[src/verilog/msq_regs.vh]
// Constants for the multirail mode sequencer: states, map, fields, counts.
`ifndef MSQ_REGS_VH
`define MSQ_REGS_VH
`define MSQ_ST_W 3
`define MSQ_ST_SHUT 3'h0
`define MSQ_ST_CFG 3'h1
`define MSQ_ST_ACT 3'h2
`define MSQ_ST_DEEP 3'h3
`define MSQ_ST_HOLD 3'h4
`define MSQ_ST_THERM 3'h5
`define MSQ_DW 32
`define MSQ_AW 8
`define MSQ_OFF_CTRL 8'h00
`define MSQ_OFF_STAT 8'h04
`define MSQ_OFF_CONF 8'h08
`define MSQ_SEL_W 2
`define MSQ_SEL_NONE 2'h0
`define MSQ_SEL_CTRL 2'h1
`define MSQ_SEL_STAT 2'h2
`define MSQ_SEL_CONF 2'h3
`define MSQ_CTRL_W 2
`define MSQ_CTRL_RST 2'h3
`define MSQ_CTRL_DEEP 0
`define MSQ_CTRL_MON 1
`define MSQ_STAT_W 16
`define MSQ_CONF_W 7
`define MSQ_RESP_OK 2'h0
`define MSQ_RESP_ERR 2'h2
`define MSQ_SKIP_CYC 5'h10
`define MSQ_SKIP_W 5
`define MSQ_SY_W 15
`define MSQ_CFG_CYC 8
`endif

[src/verilog/msq_skip_cnt.v]
// Per-channel skip counter that marks a buck channel asleep.
`timescale 1ns/100ps
`include "msq_regs.vh"
module msq_skip_cnt (
	input  wire ref_clk,
	input  wire srst,
	input  wire allow,
	input  wire skip_evt,
	input  wire sw_evt,
	output wire asleep
);
	reg [`MSQ_SKIP_W-1:0] cnt_reg;
	reg                   sleep_reg;

	// A real switching cycle breaks the run and wakes the channel.
	always @(posedge ref_clk) begin
		if (srst || !allow || sw_evt) begin
			cnt_reg   <= {`MSQ_SKIP_W{1'b0}};
			sleep_reg <= 1'b0;
		end else if (skip_evt && !sleep_reg) begin
			if (cnt_reg == `MSQ_SKIP_CYC - 5'h01)
				sleep_reg <= 1'b1;
			cnt_reg <= cnt_reg + 5'h01;
		end
	end
	assign asleep = sleep_reg;
endmodule // msq_skip_cnt

[src/verilog/msq_sync.v]
// Three-stage input synchroniser that accepts a change once stages agree.
`timescale 1ns/100ps
module msq_sync #(
	parameter W = 1
) (
	input  wire         ref_clk,
	input  wire         srst,
	input  wire [W-1:0] async_in,
	output wire [W-1:0] sync_out
);
	reg [W-1:0] s1_reg;
	reg [W-1:0] s2_reg;
	reg [W-1:0] s3_reg;
	reg [W-1:0] out_reg;
	genvar i;

	// Stage one feeds only stage two; a bit moves once two and three agree.
	generate
		for (i = 0; i < W; i = i + 1) begin : g_bit
			always @(posedge ref_clk) begin
				if (srst) begin
					s1_reg[i]  <= 1'b0;
					s2_reg[i]  <= 1'b0;
					s3_reg[i]  <= 1'b0;
					out_reg[i] <= 1'b0;
				end else begin
					s1_reg[i] <= async_in[i];
					s2_reg[i] <= s1_reg[i];
					s3_reg[i] <= s2_reg[i];
					if (s2_reg[i] == s3_reg[i])
						out_reg[i] <= s3_reg[i];
				end
			end
		end
	endgenerate
	assign sync_out = out_reg;
endmodule // msq_sync

[src/verilog/msq_top.v]
// Device mode sequencer with comparator inputs and an AXI4-Lite slave.
`timescale 1ns/100ps
`include "msq_regs.vh"
// Summary of operation
// - Monitor on: buck, and enable or hold.
// - Pull monitor low: prog low, fixed high.
// - Release monitor when prog input rises.
// - Boost: monitor off, pins reused.
// - Dual phase: phase B enable gates both.
// - Dual phase: phase C enable adds phase.
// - Dual: tie phase C, no power good.
// - Overtemperature stops channels, supplies and oscillator (monitor stays on), restarts when cool.
// - All inputs low means full shutdown.
// - Capture straps once before active operation.
// - Reconfigure only after shutdown or supply loss.
// - Active after config; boost runs charge pump.
// - Sixteen skipped cycles put buck asleep.
// - Deep sleep when all asleep and sensed.
// - Deep sleep opens the leakage cut switch.
// - Hold keeps supplies, monitor, fast restart.
// - Overload guard only while channel active.
module msq_top #(
	parameter CFG_CYCLES = `MSQ_CFG_CYC
) (
	input  wire                  ref_clk,
	input  wire                  srst,
	input  wire                  channel_a_enable,
	input  wire                  phase_b_enable,
	input  wire                  phase_c_enable,
	input  wire                  hold_request,
	input  wire                  therm_over,
	input  wire                  batt_mon_fixed_input,
	input  wire                  batt_mon_prog_input,
	input  wire                  supply_lost,
	input  wire                  strap_boost,
	input  wire                  strap_dual_phase,
	input  wire                  strap_skip_mode,
	input  wire [1:0]            overload_restart_select,
	input  wire [1:0]            strap_vout_sel,
	input  wire [2:0]            hs_skip_evt,
	input  wire [2:0]            hs_switch_evt,
	output wire [2:0]            channel_on,
	output wire                  osc_run,
	output wire                  supply_reg_en,
	output wire                  charge_pump_en,
	output wire                  overload_prot_en,
	output wire [1:0]            overload_mode,
	output wire [1:0]            vout_sel,
	output wire                  phase_c_tied,
	output wire                  phase_c_power_good_en,
	output wire                  batt_mon_en,
	output wire                  batt_mon_output_o,
	output wire                  batt_mon_output_oe,
	input  wire [`MSQ_AW-1:0]    s_axi_awaddr,
	input  wire                  s_axi_awvalid,
	output wire                  s_axi_awready,
	input  wire [`MSQ_DW-1:0]    s_axi_wdata,
	input  wire [3:0]            s_axi_wstrb,
	input  wire                  s_axi_wvalid,
	output wire                  s_axi_wready,
	output wire [1:0]            s_axi_bresp,
	output wire                  s_axi_bvalid,
	input  wire                  s_axi_bready,
	input  wire [`MSQ_AW-1:0]    s_axi_araddr,
	input  wire                  s_axi_arvalid,
	output wire                  s_axi_arready,
	output wire [`MSQ_DW-1:0]    s_axi_rdata,
	output wire [1:0]            s_axi_rresp,
	output wire                  s_axi_rvalid,
	input  wire                  s_axi_rready
);
	localparam [7:0] CFG_LAST = CFG_CYCLES[7:0] - 8'h01;

	// Word address decode shared by the read and write paths.
	function [`MSQ_SEL_W-1:0] sel_of;
		input [`MSQ_AW-1:0] a;
		begin
			case (a)
			`MSQ_OFF_CTRL: sel_of = `MSQ_SEL_CTRL;
			`MSQ_OFF_STAT: sel_of = `MSQ_SEL_STAT;
			`MSQ_OFF_CONF: sel_of = `MSQ_SEL_CONF;
			default:       sel_of = `MSQ_SEL_NONE;
			endcase
		end
	endfunction

	wire [`MSQ_SY_W-1:0] sy;
	wire [2:0]           asleep;
	reg  [`MSQ_ST_W-1:0] mode_reg;
	reg  [`MSQ_ST_W-1:0] mode_next;
	reg  [7:0]           cfg_cnt_reg;
	reg                  cfg_valid_reg;
	reg                  boost_reg;
	reg                  dual_reg;
	reg                  skip_reg;
	reg  [1:0]           ovl_reg;
	reg  [1:0]           vout_reg;
	reg  [`MSQ_CTRL_W-1:0] ctrl_reg;
	reg  [2:0]           ch_on_reg;
	reg                  osc_reg;
	reg                  sup_reg;
	reg                  pump_reg;
	reg                  ovl_en_reg;
	reg                  tie_reg;
	reg                  pg_c_reg;
	reg                  mon_en_reg;
	reg                  pin_o_reg;
	reg                  pin_oe_reg;

	// Every comparator and strap crosses in through the synchroniser.
	msq_sync #(
		.W (`MSQ_SY_W)
	) u_sync (
		.ref_clk  (ref_clk),
		.srst     (srst),
		.async_in ({strap_vout_sel, overload_restart_select,
			strap_skip_mode, strap_dual_phase, strap_boost,
			supply_lost, batt_mon_prog_input, batt_mon_fixed_input,
			therm_over, hold_request, phase_c_enable,
			phase_b_enable, channel_a_enable}),
		.sync_out (sy)
	);

	wire en_a    = sy[0];
	wire en_b    = sy[1];
	wire en_c    = sy[2];
	wire hold_s  = sy[3];
	wire hot_s   = sy[4];
	wire fix_s   = sy[5];
	wire prg_s   = sy[6];
	wire lost_s  = sy[7];
	wire [6:0] straps = sy[14:8];
	wire any_en  = en_a | en_b | en_c;
	wire any_req = any_en | hold_s;
	wire run_md  = (mode_reg == `MSQ_ST_ACT) ||
		(mode_reg == `MSQ_ST_DEEP);

	// Channel enables; in dual phase B is the master of both phases.
	wire [2:0] ch_req;
	assign ch_req[0] = en_a;
	assign ch_req[1] = en_b;
	assign ch_req[2] = dual_reg ? (en_b & en_c) : en_c;

	// Sleep tracking only applies to buck channels in skip mode.
	wire [2:0] is_buck = {2'b11, ~boost_reg};
	genvar c;
	generate
		for (c = 0; c < 3; c = c + 1) begin : g_ch
			msq_skip_cnt u_skip (
				.ref_clk  (ref_clk),
				.srst     (srst),
				.allow    (skip_reg & is_buck[c] & ch_req[c] & run_md),
				.skip_evt (hs_skip_evt[c]),
				.sw_evt   (hs_switch_evt[c]),
				.asleep   (asleep[c])
			);
		end
	endgenerate

	// Deep sleep needs every enabled channel asleep; in boost the
	// threshold and drain sense comparators must also agree. Buck
	// parts use those pins for the battery monitor, so skip them.
	wire all_sleep = &(asleep | ~ch_req);
	wire sense_ok  = boost_reg ? (prg_s & fix_s) : 1'b1;
	wire deep_ok   = all_sleep & any_en & sense_ok &
		ctrl_reg[`MSQ_CTRL_DEEP];
	wire ch_active = |(ch_req & ~asleep);
	// Monitor allow term, shared so on a buck part the pin never outlives the enable.
	wire mon_on    = cfg_valid_reg & ~boost_reg & any_req &
		ctrl_reg[`MSQ_CTRL_MON];

	// Mode sequencing; overtemperature overrides every state.
	always @* begin
		mode_next = mode_reg;
		case (mode_reg)
		`MSQ_ST_SHUT: begin
			if (any_req)
				mode_next = `MSQ_ST_CFG;
		end
		`MSQ_ST_CFG: begin
			if (!any_req)
				mode_next = `MSQ_ST_SHUT;
			else if (cfg_cnt_reg == CFG_LAST)
				mode_next = any_en ? `MSQ_ST_ACT : `MSQ_ST_HOLD;
		end
		`MSQ_ST_ACT: begin
			if (!any_en)
				mode_next = hold_s ? `MSQ_ST_HOLD : `MSQ_ST_SHUT;
			else if (deep_ok)
				mode_next = `MSQ_ST_DEEP;
		end
		`MSQ_ST_DEEP: begin
			if (!deep_ok)
				mode_next = `MSQ_ST_ACT;
		end
		`MSQ_ST_HOLD: begin
			if (any_en)
				mode_next = `MSQ_ST_ACT;
			else if (!hold_s)
				mode_next = `MSQ_ST_SHUT;
		end
		`MSQ_ST_THERM: begin
			if (!hot_s)
				mode_next = `MSQ_ST_SHUT;
		end
		default: mode_next = `MSQ_ST_SHUT;
		endcase
		// A discharged supply forgets everything, so restart from scratch.
		if (lost_s)
			mode_next = `MSQ_ST_SHUT;
		if (hot_s)
			mode_next = `MSQ_ST_THERM;
	end

	always @(posedge ref_clk) begin
		if (srst) begin
			mode_reg    <= `MSQ_ST_SHUT;
			cfg_cnt_reg <= 8'h00;
		end else begin
			mode_reg <= mode_next;
			if (mode_reg == `MSQ_ST_CFG)
				cfg_cnt_reg <= cfg_cnt_reg + 8'h01;
			else
				cfg_cnt_reg <= 8'h00;
		end
	end

	// Straps are latched once at the end of configuration and then
	// frozen; only shutdown or a lost supply forgets them, which
	// keeps a glitching strap from retargeting a live converter.
	always @(posedge ref_clk) begin
		if (srst) begin
			cfg_valid_reg <= 1'b0;
			boost_reg     <= 1'b0;
			dual_reg      <= 1'b0;
			skip_reg      <= 1'b0;
			ovl_reg       <= 2'h0;
			vout_reg      <= 2'h0;
		end else if (mode_reg == `MSQ_ST_SHUT || lost_s) begin
			cfg_valid_reg <= 1'b0;
		end else if (mode_reg == `MSQ_ST_CFG &&
			cfg_cnt_reg == CFG_LAST && !cfg_valid_reg) begin
			cfg_valid_reg <= 1'b1;
			{vout_reg, ovl_reg, skip_reg, dual_reg, boost_reg} <= straps;
		end
	end

	// Output stage: every pin-facing signal is a flip-flop.
	always @(posedge ref_clk) begin
		if (srst) begin
			ch_on_reg  <= 3'h0;
			osc_reg    <= 1'b0;
			sup_reg    <= 1'b0;
			pump_reg   <= 1'b0;
			ovl_en_reg <= 1'b0;
			tie_reg    <= 1'b0;
			pg_c_reg   <= 1'b0;
			mon_en_reg <= 1'b0;
			pin_o_reg  <= 1'b0;
			pin_oe_reg <= 1'b0;
		end else begin
			ch_on_reg  <= run_md ? ch_req : 3'h0;
			osc_reg    <= (mode_reg != `MSQ_ST_DEEP) &&
				(mode_reg != `MSQ_ST_SHUT) &&
				(mode_reg != `MSQ_ST_THERM);
			sup_reg    <= (mode_reg != `MSQ_ST_SHUT) &&
				(mode_reg != `MSQ_ST_THERM);
			pump_reg   <= (mode_reg == `MSQ_ST_ACT) &&
				boost_reg;
			ovl_en_reg <= (mode_reg == `MSQ_ST_ACT) &&
				ch_active;
			tie_reg    <= cfg_valid_reg & dual_reg;
			pg_c_reg   <= run_md & ~dual_reg & ch_req[2];
			mon_en_reg <= mon_on;
			pin_o_reg  <= 1'b0;
			if (boost_reg)
				// Cut switch grounds the dividers while awake and
				// opens in deep sleep to stop their drain.
				pin_oe_reg <= cfg_valid_reg &&
					(mode_reg == `MSQ_ST_ACT);
			else
				pin_oe_reg <= mon_on & ~prg_s & fix_s;
		end
	end

	// AXI4-Lite write path: address and data may arrive in either
	// order; each is parked until the other shows up.
	reg              awr_reg;
	reg              wr_reg;
	reg              aw_h_reg;
	reg              w_h_reg;
	reg [`MSQ_AW-1:0] aw_a_reg;
	reg [`MSQ_DW-1:0] w_d_reg;
	reg [3:0]        w_s_reg;
	reg              bv_reg;
	reg [1:0]        br_reg;
	reg              aw_h_n;
	reg              w_h_n;
	reg              bv_n;
	wire aw_take = s_axi_awvalid & awr_reg;
	wire w_take  = s_axi_wvalid & wr_reg;
	wire wr_go   = aw_h_reg & w_h_reg & ~bv_reg;

	always @* begin
		aw_h_n = (aw_h_reg | aw_take) & ~wr_go;
		w_h_n  = (w_h_reg | w_take) & ~wr_go;
		bv_n   = (bv_reg & ~s_axi_bready) | wr_go;
	end

	always @(posedge ref_clk) begin
		if (srst) begin
			awr_reg  <= 1'b0;
			wr_reg   <= 1'b0;
			aw_h_reg <= 1'b0;
			w_h_reg  <= 1'b0;
			aw_a_reg <= {`MSQ_AW{1'b0}};
			w_d_reg  <= {`MSQ_DW{1'b0}};
			w_s_reg  <= 4'h0;
			bv_reg   <= 1'b0;
			br_reg   <= `MSQ_RESP_OK;
			ctrl_reg <= `MSQ_CTRL_RST;
		end else begin
			awr_reg  <= ~aw_h_n & ~bv_n;
			wr_reg   <= ~w_h_n & ~bv_n;
			aw_h_reg <= aw_h_n;
			w_h_reg  <= w_h_n;
			bv_reg   <= bv_n;
			if (aw_take)
				aw_a_reg <= s_axi_awaddr;
			if (w_take) begin
				w_d_reg <= s_axi_wdata;
				w_s_reg <= s_axi_wstrb;
			end
			if (wr_go) begin
				// Only the control word is writable; others refuse.
				if (sel_of(aw_a_reg) == `MSQ_SEL_CTRL) begin
					br_reg <= `MSQ_RESP_OK;
					if (w_s_reg[0])
						ctrl_reg <= w_d_reg[`MSQ_CTRL_W-1:0];
				end else begin
					br_reg <= `MSQ_RESP_ERR;
				end
			end
		end
	end

	// Read path: one read in flight, answered on the same edge that captures the address.
	wire [`MSQ_DW-1:0] stat_w = {{(`MSQ_DW - `MSQ_STAT_W){1'b0}},
		ch_active, all_sleep, asleep, ch_req, cfg_valid_reg,
		mode_reg, hold_s, hot_s, prg_s, fix_s};
	wire [`MSQ_DW-1:0] conf_w = {{(`MSQ_DW - `MSQ_CONF_W){1'b0}},
		vout_reg, ovl_reg, skip_reg, dual_reg, boost_reg};
	wire [`MSQ_DW-1:0] ctrl_w = {{(`MSQ_DW - `MSQ_CTRL_W){1'b0}},
		ctrl_reg};
	reg              arr_reg;
	reg              rv_reg;
	reg [`MSQ_DW-1:0] rd_reg;
	reg [1:0]        rr_reg;
	wire ar_take = s_axi_arvalid & arr_reg;
	wire rv_n    = (rv_reg & ~s_axi_rready) | ar_take;

	always @(posedge ref_clk) begin
		if (srst) begin
			arr_reg <= 1'b0;
			rv_reg  <= 1'b0;
			rd_reg  <= {`MSQ_DW{1'b0}};
			rr_reg  <= `MSQ_RESP_OK;
		end else begin
			arr_reg <= ~rv_n;
			rv_reg  <= rv_n;
			if (ar_take) begin
				rr_reg <= `MSQ_RESP_OK;
				case (sel_of(s_axi_araddr))
				`MSQ_SEL_CTRL: rd_reg <= ctrl_w;
				`MSQ_SEL_STAT: rd_reg <= stat_w;
				`MSQ_SEL_CONF: rd_reg <= conf_w;
				default: begin
					rd_reg <= {`MSQ_DW{1'b0}};
					rr_reg <= `MSQ_RESP_ERR;
				end
				endcase
			end
		end
	end

	assign channel_on            = ch_on_reg;
	assign osc_run               = osc_reg;
	assign supply_reg_en         = sup_reg;
	assign charge_pump_en        = pump_reg;
	assign overload_prot_en      = ovl_en_reg;
	assign overload_mode         = ovl_reg;
	assign vout_sel              = vout_reg;
	assign phase_c_tied          = tie_reg;
	assign phase_c_power_good_en = pg_c_reg;
	assign batt_mon_en           = mon_en_reg;
	assign batt_mon_output_o     = pin_o_reg;
	assign batt_mon_output_oe    = pin_oe_reg;
	assign s_axi_awready         = awr_reg;
	assign s_axi_wready          = wr_reg;
	assign s_axi_bresp           = br_reg;
	assign s_axi_bvalid          = bv_reg;
	assign s_axi_arready         = arr_reg;
	assign s_axi_rdata           = rd_reg;
	assign s_axi_rresp           = rr_reg;
	assign s_axi_rvalid          = rv_reg;
endmodule // msq_top
[config.mk]
export PLATFORM = sky130hd
export DESIGN_NAME = msq_top
export DESIGN_NICKNAME = d
export VERILOG_FILES = /design/src/verilog/msq_skip_cnt.v /design/src/verilog/msq_sync.v /design/src/verilog/msq_top.v
export VERILOG_INCLUDE_DIRS = /design/src /design/src/verilog
export SDC_FILE = /design/constraint.sdc
export NUM_CORES = 1
export LEC_CHECK = 0
export BUFFER_PORTS_ARGS = -buffer_cell sky130_fd_sc_hd__buf_2
export CAP_MARGIN = 0
export CELL_PAD_IN_SITES_DETAIL_PLACEMENT = 0
export CELL_PAD_IN_SITES_GLOBAL_PLACEMENT = 1
export CORE_ASPECT_RATIO = 2
export CORE_UTILIZATION = 42
export DETAILED_ROUTE_END_ITERATION = 10
export HOLD_SLACK_MARGIN = 0.05
export PLACE_DENSITY_LB_ADDON = 0.1
export SLEW_MARGIN = 20
export SYNTH_ARGS = -nofsm -noshare
export SYNTH_HDL_FRONTEND = slang
export SYNTH_HIERARCHICAL = 1
export SYNTH_SLANG_ARGS = --single-unit
[constraint.sdc]
create_clock -name ref_clk -period 3.6 [get_ports ref_clk]
set_clock_uncertainty 0.05 [all_clocks]
set_input_delay 0.18 -clock ref_clk [delete_from_list [all_inputs] [get_ports ref_clk]]
set_output_delay 0.18 -clock ref_clk [all_outputs]
set_load 0.02 [all_outputs]
* Word level (Yosys, flattened, before mapping) *
Index checks and enable logic that the tools add are counted.

storage, ports and cells
  bits in registers = 164
  input port bits = 80
  output and inout port bits = 57
  word-level logic and storage cells = 270

operators by class
  add/subtract/negate cells = 4
  eq/ne operators = 43
  muxes and demuxes = 25
  bitwise gates (word level) = 56
  reductions and logical operators = 44

operators by type and width
  cell                 count
  $pmux 16 s3          1
  $mux 3               12
  $and 1x1->1          31
  $eq 8x3->1 const B   3
  $eq 8x4->1 const B   2
  $logic_not 8->1      2
  $add 5x1->5 const B  3
  $eq 1x1->1           15
  $eq 5x4->1 const B   3
  $ne 5x3->1 const B   3
  $pmux 3 s5           1
  $not 1->1            14
  $mux 2               6
  $ne 3x3->1 const B   4
  $pmux 2 s3           2
  $logic_and 1x1->1    11
  $reduce_and 5->1     2
  $reduce_or 3->1      3
  $add 8x1->8 const B  1
  $logic_or 1x1->1     8
  $ne 4x2->1 const B   2
  $reduce_and 2->1     4
  $logic_not 1->1      7
  $or 1x1->1           7
  other kinds (15)     25

* Logic depth before layout (Yosys ltp) *
  word-level depth = 13
  gate-level depth with buffers = 7
  mapped depth without buffers = 6

* Modules after synthesis *
Netlist, hierarchy kept.

by module, submodules not included
  module        instances  cells each  area an instance (µm²)  sequential area each (µm²)
  msq_top       1          337         2906.5                  1361.3
  msq_sync      1          156         1719.1                  1201.2
  msq_skip_cnt  3          30          275.3                   120.1

* Worst setup path before layout *
No wires, ideal clock.

  path kind = flip-flop to flip-flop
  from = register cfg_cnt_reg[3]
  to = register mode_reg[2]
  setup time = 86 ps
  arrival = 1833 ps
  required time = 3464 ps
  slack = 1630 ps
  cell stages (with the launch flop) = 6
  buffers on the path = 0
  clock period less this slack = 1970 ps
  path through = dfxtp_1 or4_4 nor3_4 nor4_1 or4b_4 a221oi_2

on the way
  cells in the longest elaborated chain, start to end = 3

ends and longest elaborated chain
  what                               line           text
  start: declaration                 msq_top.v:91   reg [7:0] cfg_cnt_reg;
  start signal: assignment           msq_top.v:222  cfg_cnt_reg <= cfg_cnt_reg + 8'h01;
  $eq 8x3->1                         msq_top.v:183  else if (cfg_cnt_reg == CFG_LAST)
  $ne 5x3->1 (no source line)        -
  $reduce_and 5->1 (no source line)  -
  end signal: assignment             msq_top.v:217  mode_reg <= `MSQ_ST_SHUT;
  end signal: assignment             msq_top.v:220  mode_reg <= mode_next;
  end: declaration                   msq_top.v:89   reg [`MSQ_ST_W-1:0] mode_reg;

Every way passes these cells.
A chain may end at the register's enable or synchronous reset.

* Final worst setup path *
  from = register mode_reg[0]
  to = register ovl_reg[1] (netlist: overload_mode[1])

on the way
  cells in the longest elaborated chain, start to end = 4
  elaborated cells between the ends (all ways) = 7
  classes of those cells = 1 x eq/ne; 1 x bitwise; 5 x reduce/logical

ends and longest elaborated chain
  what                                                          line                          text
  $eq 3x1->1 / $logic_not 3->1 (equally long branches)          -
  $logic_and 1x1->1 / $logic_or 1x1->1 (equally long branches)  msq_top.v:241, msq_top.v:239
  $logic_and 1x1->1 / $not 1->1 (equally long branches)         -
  $reduce_and 2->1 (no source line) *                           -
  end signal: assignment                                        msq_top.v:244                 {vout_reg, ovl_reg, skip_reg, dual_reg, boost_reg} <= straps;
  end: declaration                                              msq_top.v:96                  reg [1:0] ovl_reg;

Mark *: on every way between the ends. The rest lies on a longest branch, timed or not.

==> flow_summary.toml <==
[outcome]
outcome = "finished clean"

[clock_network]
clock_path_buffers = 2
cts_root_buf = "clkbuf_16"
htree_levels = 4
cts_post_setup_buffers_inserted = 0
cts_buffers = 17
clk_latency_ns = 0.42
path_clk_slew_ns = 0.06
clock-sinks = 146
cts_tree = "done"

[final_layout]
syn2layout_area_growth_pct = 25.52
final_common_cell = "dfxtp_1"
largest_reg_flops = 16
multi_input_area_sq_um = 2301
diodes = 0
finalNetCount = 783
regArea_sq_um = 2923
drive_gt1_share_pct = 19.04
mostFrequentLayoutCells = "dfxtp_1 (146), buf_2 (83), nor2_1 (60)"
fillers = 1188

[setup_path]
worstPathRequired_ns = 3.82
r2r_slack_ns = 1.21
r2r_cells = 5
critPathArrivalTime_ns = 2.61
cp-start-kind = "flip-flop"
path_class = "flip-flop to flip-flop"
worstPathMaxFanout = 16
crit_path_end_kind = "flip-flop"

[floorplanning]
ios = 137
die_y_um = 163.1
initial_core_util_pct = 43.17
core_area_sq_um = 12630
die-area_sq_um = 13470
die_w_um = 82.56
fp-row-count = 58

[timing]
finalCritPeriodShare_pct = 66.25
max-slew-margin-rel_pct = 46.32
setup_violations = 0
finalSetupTns_ns = 0
fin_ws_ns = 1.215
hold_viol_final = 0
finalCriticalPeriod_ns = 2.385
maxSlewViolCount = 0
rsz0062_at_grt = "false"
fmax_mhz = 419.3
max_slew.worst_pin.slew_ns = 0.8017

[yosys]
ys_ff_latch = 146
yosysTopAreaCell = "dfxtp_1"
synth_cell_type_count = 48
syn_area_per_cell_sq_um = 9.351
syn_area_sq_um = 5451
yosysTopAreaCellShare_pct = 53.61
synth_seq_area_share_pct = 53.61
syn_inst = 583
ys_warn_count = 6
synth.area.top_cells = "dfxtp_1 (54%), nor2b_1 (5.7%), a21oi_1 (4.1%), nor2_1 (4.1%), nand2_1 (3.9%)"

[placement]
pre_cts_ws_ns = 1.226
globalplace.congestion = 0.8353
dp_hpwl_mm = 8.009
io_buffers = 84

[detailed_routing]
vias = 4291
wl_met2_mm = 6.082
detail_route.wl_per_cell_um = 13.20
drc = 0
wl_met3_um = 540
top_layer_used = "met4"
routed_wl_mm = 11.34
antenna_left = 0
dr.pass1.iters = 4
drt-met1-wl_mm = 4.497
drtIter0Drc = 165
avgViaCountPerCell = 4.995

[global_routing]
antenna_found_initial = 0
grt_pass1_vias = 4006
grt_overflow = 0
grt_start_max_net_pins = 70
grt.total_usage_pct = 17.92
grt_pass1_wl_mm = 17.98

[power_and_ir_drop]
ir_worst_vdd_mv = 0.4782
p_per_area_nw_per_um2 = 524.1
power_leakage_nw = 2.712

[run]
cap_violations = 0

[min_path]
whs_path_depth = 3
hold_class = "input port to flip-flop"
[metal layers]
layer  vias up  GRT usage (%)
li1       2168              -
met1      1995          18.28
met2       110          32.34
met3        18          5.140
met4         0          8.307
met5         -              0
[worst max-delay path, stage by stage, from the launching register on]
cell and delay [ns]:
dfxtp_1 0.67, nand2b_1 0.16, or3_1 0.36, nor3b_2 0.69
mux2i_1 0.26, nor2_1 0.05
[Yosys cell counts, drive strengths merged]
cell and n:
a221oi 2, a21oi 45, nand4bb 1, clkbuf 17
a32o 1, nand2 56, nor3 18, nor2b 50
or4b 1, a311oi 1, a31o 1, or3 7
nand3 12, nor3b 5, inv 9, nor2 61
nor4 9, nand3b 4, or4 4, a22oi 15
a211oi 5, o32a 1, xor2 10, and3 5
a32oi 1, xnor2 5, o21ai 22, nand2b 9
and3b 1, or3b 3, and2b 3, o22ai 1
conb 1, a31oi 1, mux2i 11, and2 1
dfxtp 146, nor4b 1, ha 7, buf 30
[where the power goes]
part	leakage (nW)	internal (W)	switching, W	total (W)
Clock	0.281	0.00105	0.000692	0.00174
Combinational	1.24	0.0000809	0.0000969	0.000178
Sequential	1.19	0.00165	0.0000177	0.00167
Total	2.71	0.00278	0.000807	0.00359
[area by class of cell]
class                           instances  area share [%]
Sequential cell                       146           42.71
Multi-Input combinational cell        399           33.63
Timing Repair Buffer                  123           11.74
Clock buffer                           18           6.418
Tap cell                              150           2.743
Clock inverter                         14           2.267
Inverter                                9          0.4937
[cells by family (layout without fill, tap and decap cells)]
| family | after synthesis | after routing | synth area share [%] |
|---|---|---|---|
| simple gates | 251 | 251 | 24.17 |
| flops | 146 | 146 | 53.61 |
| compound gates | 96 | 96 | 10.70 |
| buf+inv | 56 | 164 | 5.417 |
| xor+xnor | 15 | 15 | 2.410 |
| mux | 11 | 11 | 2.020 |
| fa+ha+maj | 7 | 7 | 1.607 |
| other cells | 1 | 19 | 0.06879 |
[repair_timing]
item | in CTS | in global routing
hold buffers | 35 | 0
resized for setup | 0 | 0
endpoints found under the hold margin | 33 | 0
[through the flow]
step / total power [W] / area, sq um / hold WS (ns) / instances / util (%)
after global placement: 0.001850 / 5898 / 0.3358 / 792 / 46.71
after CTS: 0.003637 / 6843 / 0.07298 / 859 / 54.19
after floorplan: 0.001817 / 5519 / 0.2221 / 601 / -
final: 0.003586 / 6843 / 0.09761 / 859 / 54.19
after detailed placement: 0.001854 / 5898 / 0.3429 / 792 / 46.71
after global routing: 0.003724 / 6843 / 0.1097 / 859 / 54.19
[path summary, 6_finish.rpt]
check	startpoint	endpoint
min reg2reg	u_sync/s1_reg[5]$_SDFF_PP0_	u_sync/s2_reg[5]$_SDFF_PP0_
max reg2reg	mode_reg[0]$_SDFFE_PP0P_	overload_mode[1]$_SDFFE_PP0P_
max	mode_reg[0]$_SDFFE_PP0P_	overload_mode[1]$_SDFFE_PP0P_
min	s_axi_wvalid	s_axi_wready$_SDFF_PP0_
Note: power is estimated with default switching activity, not from simulation.
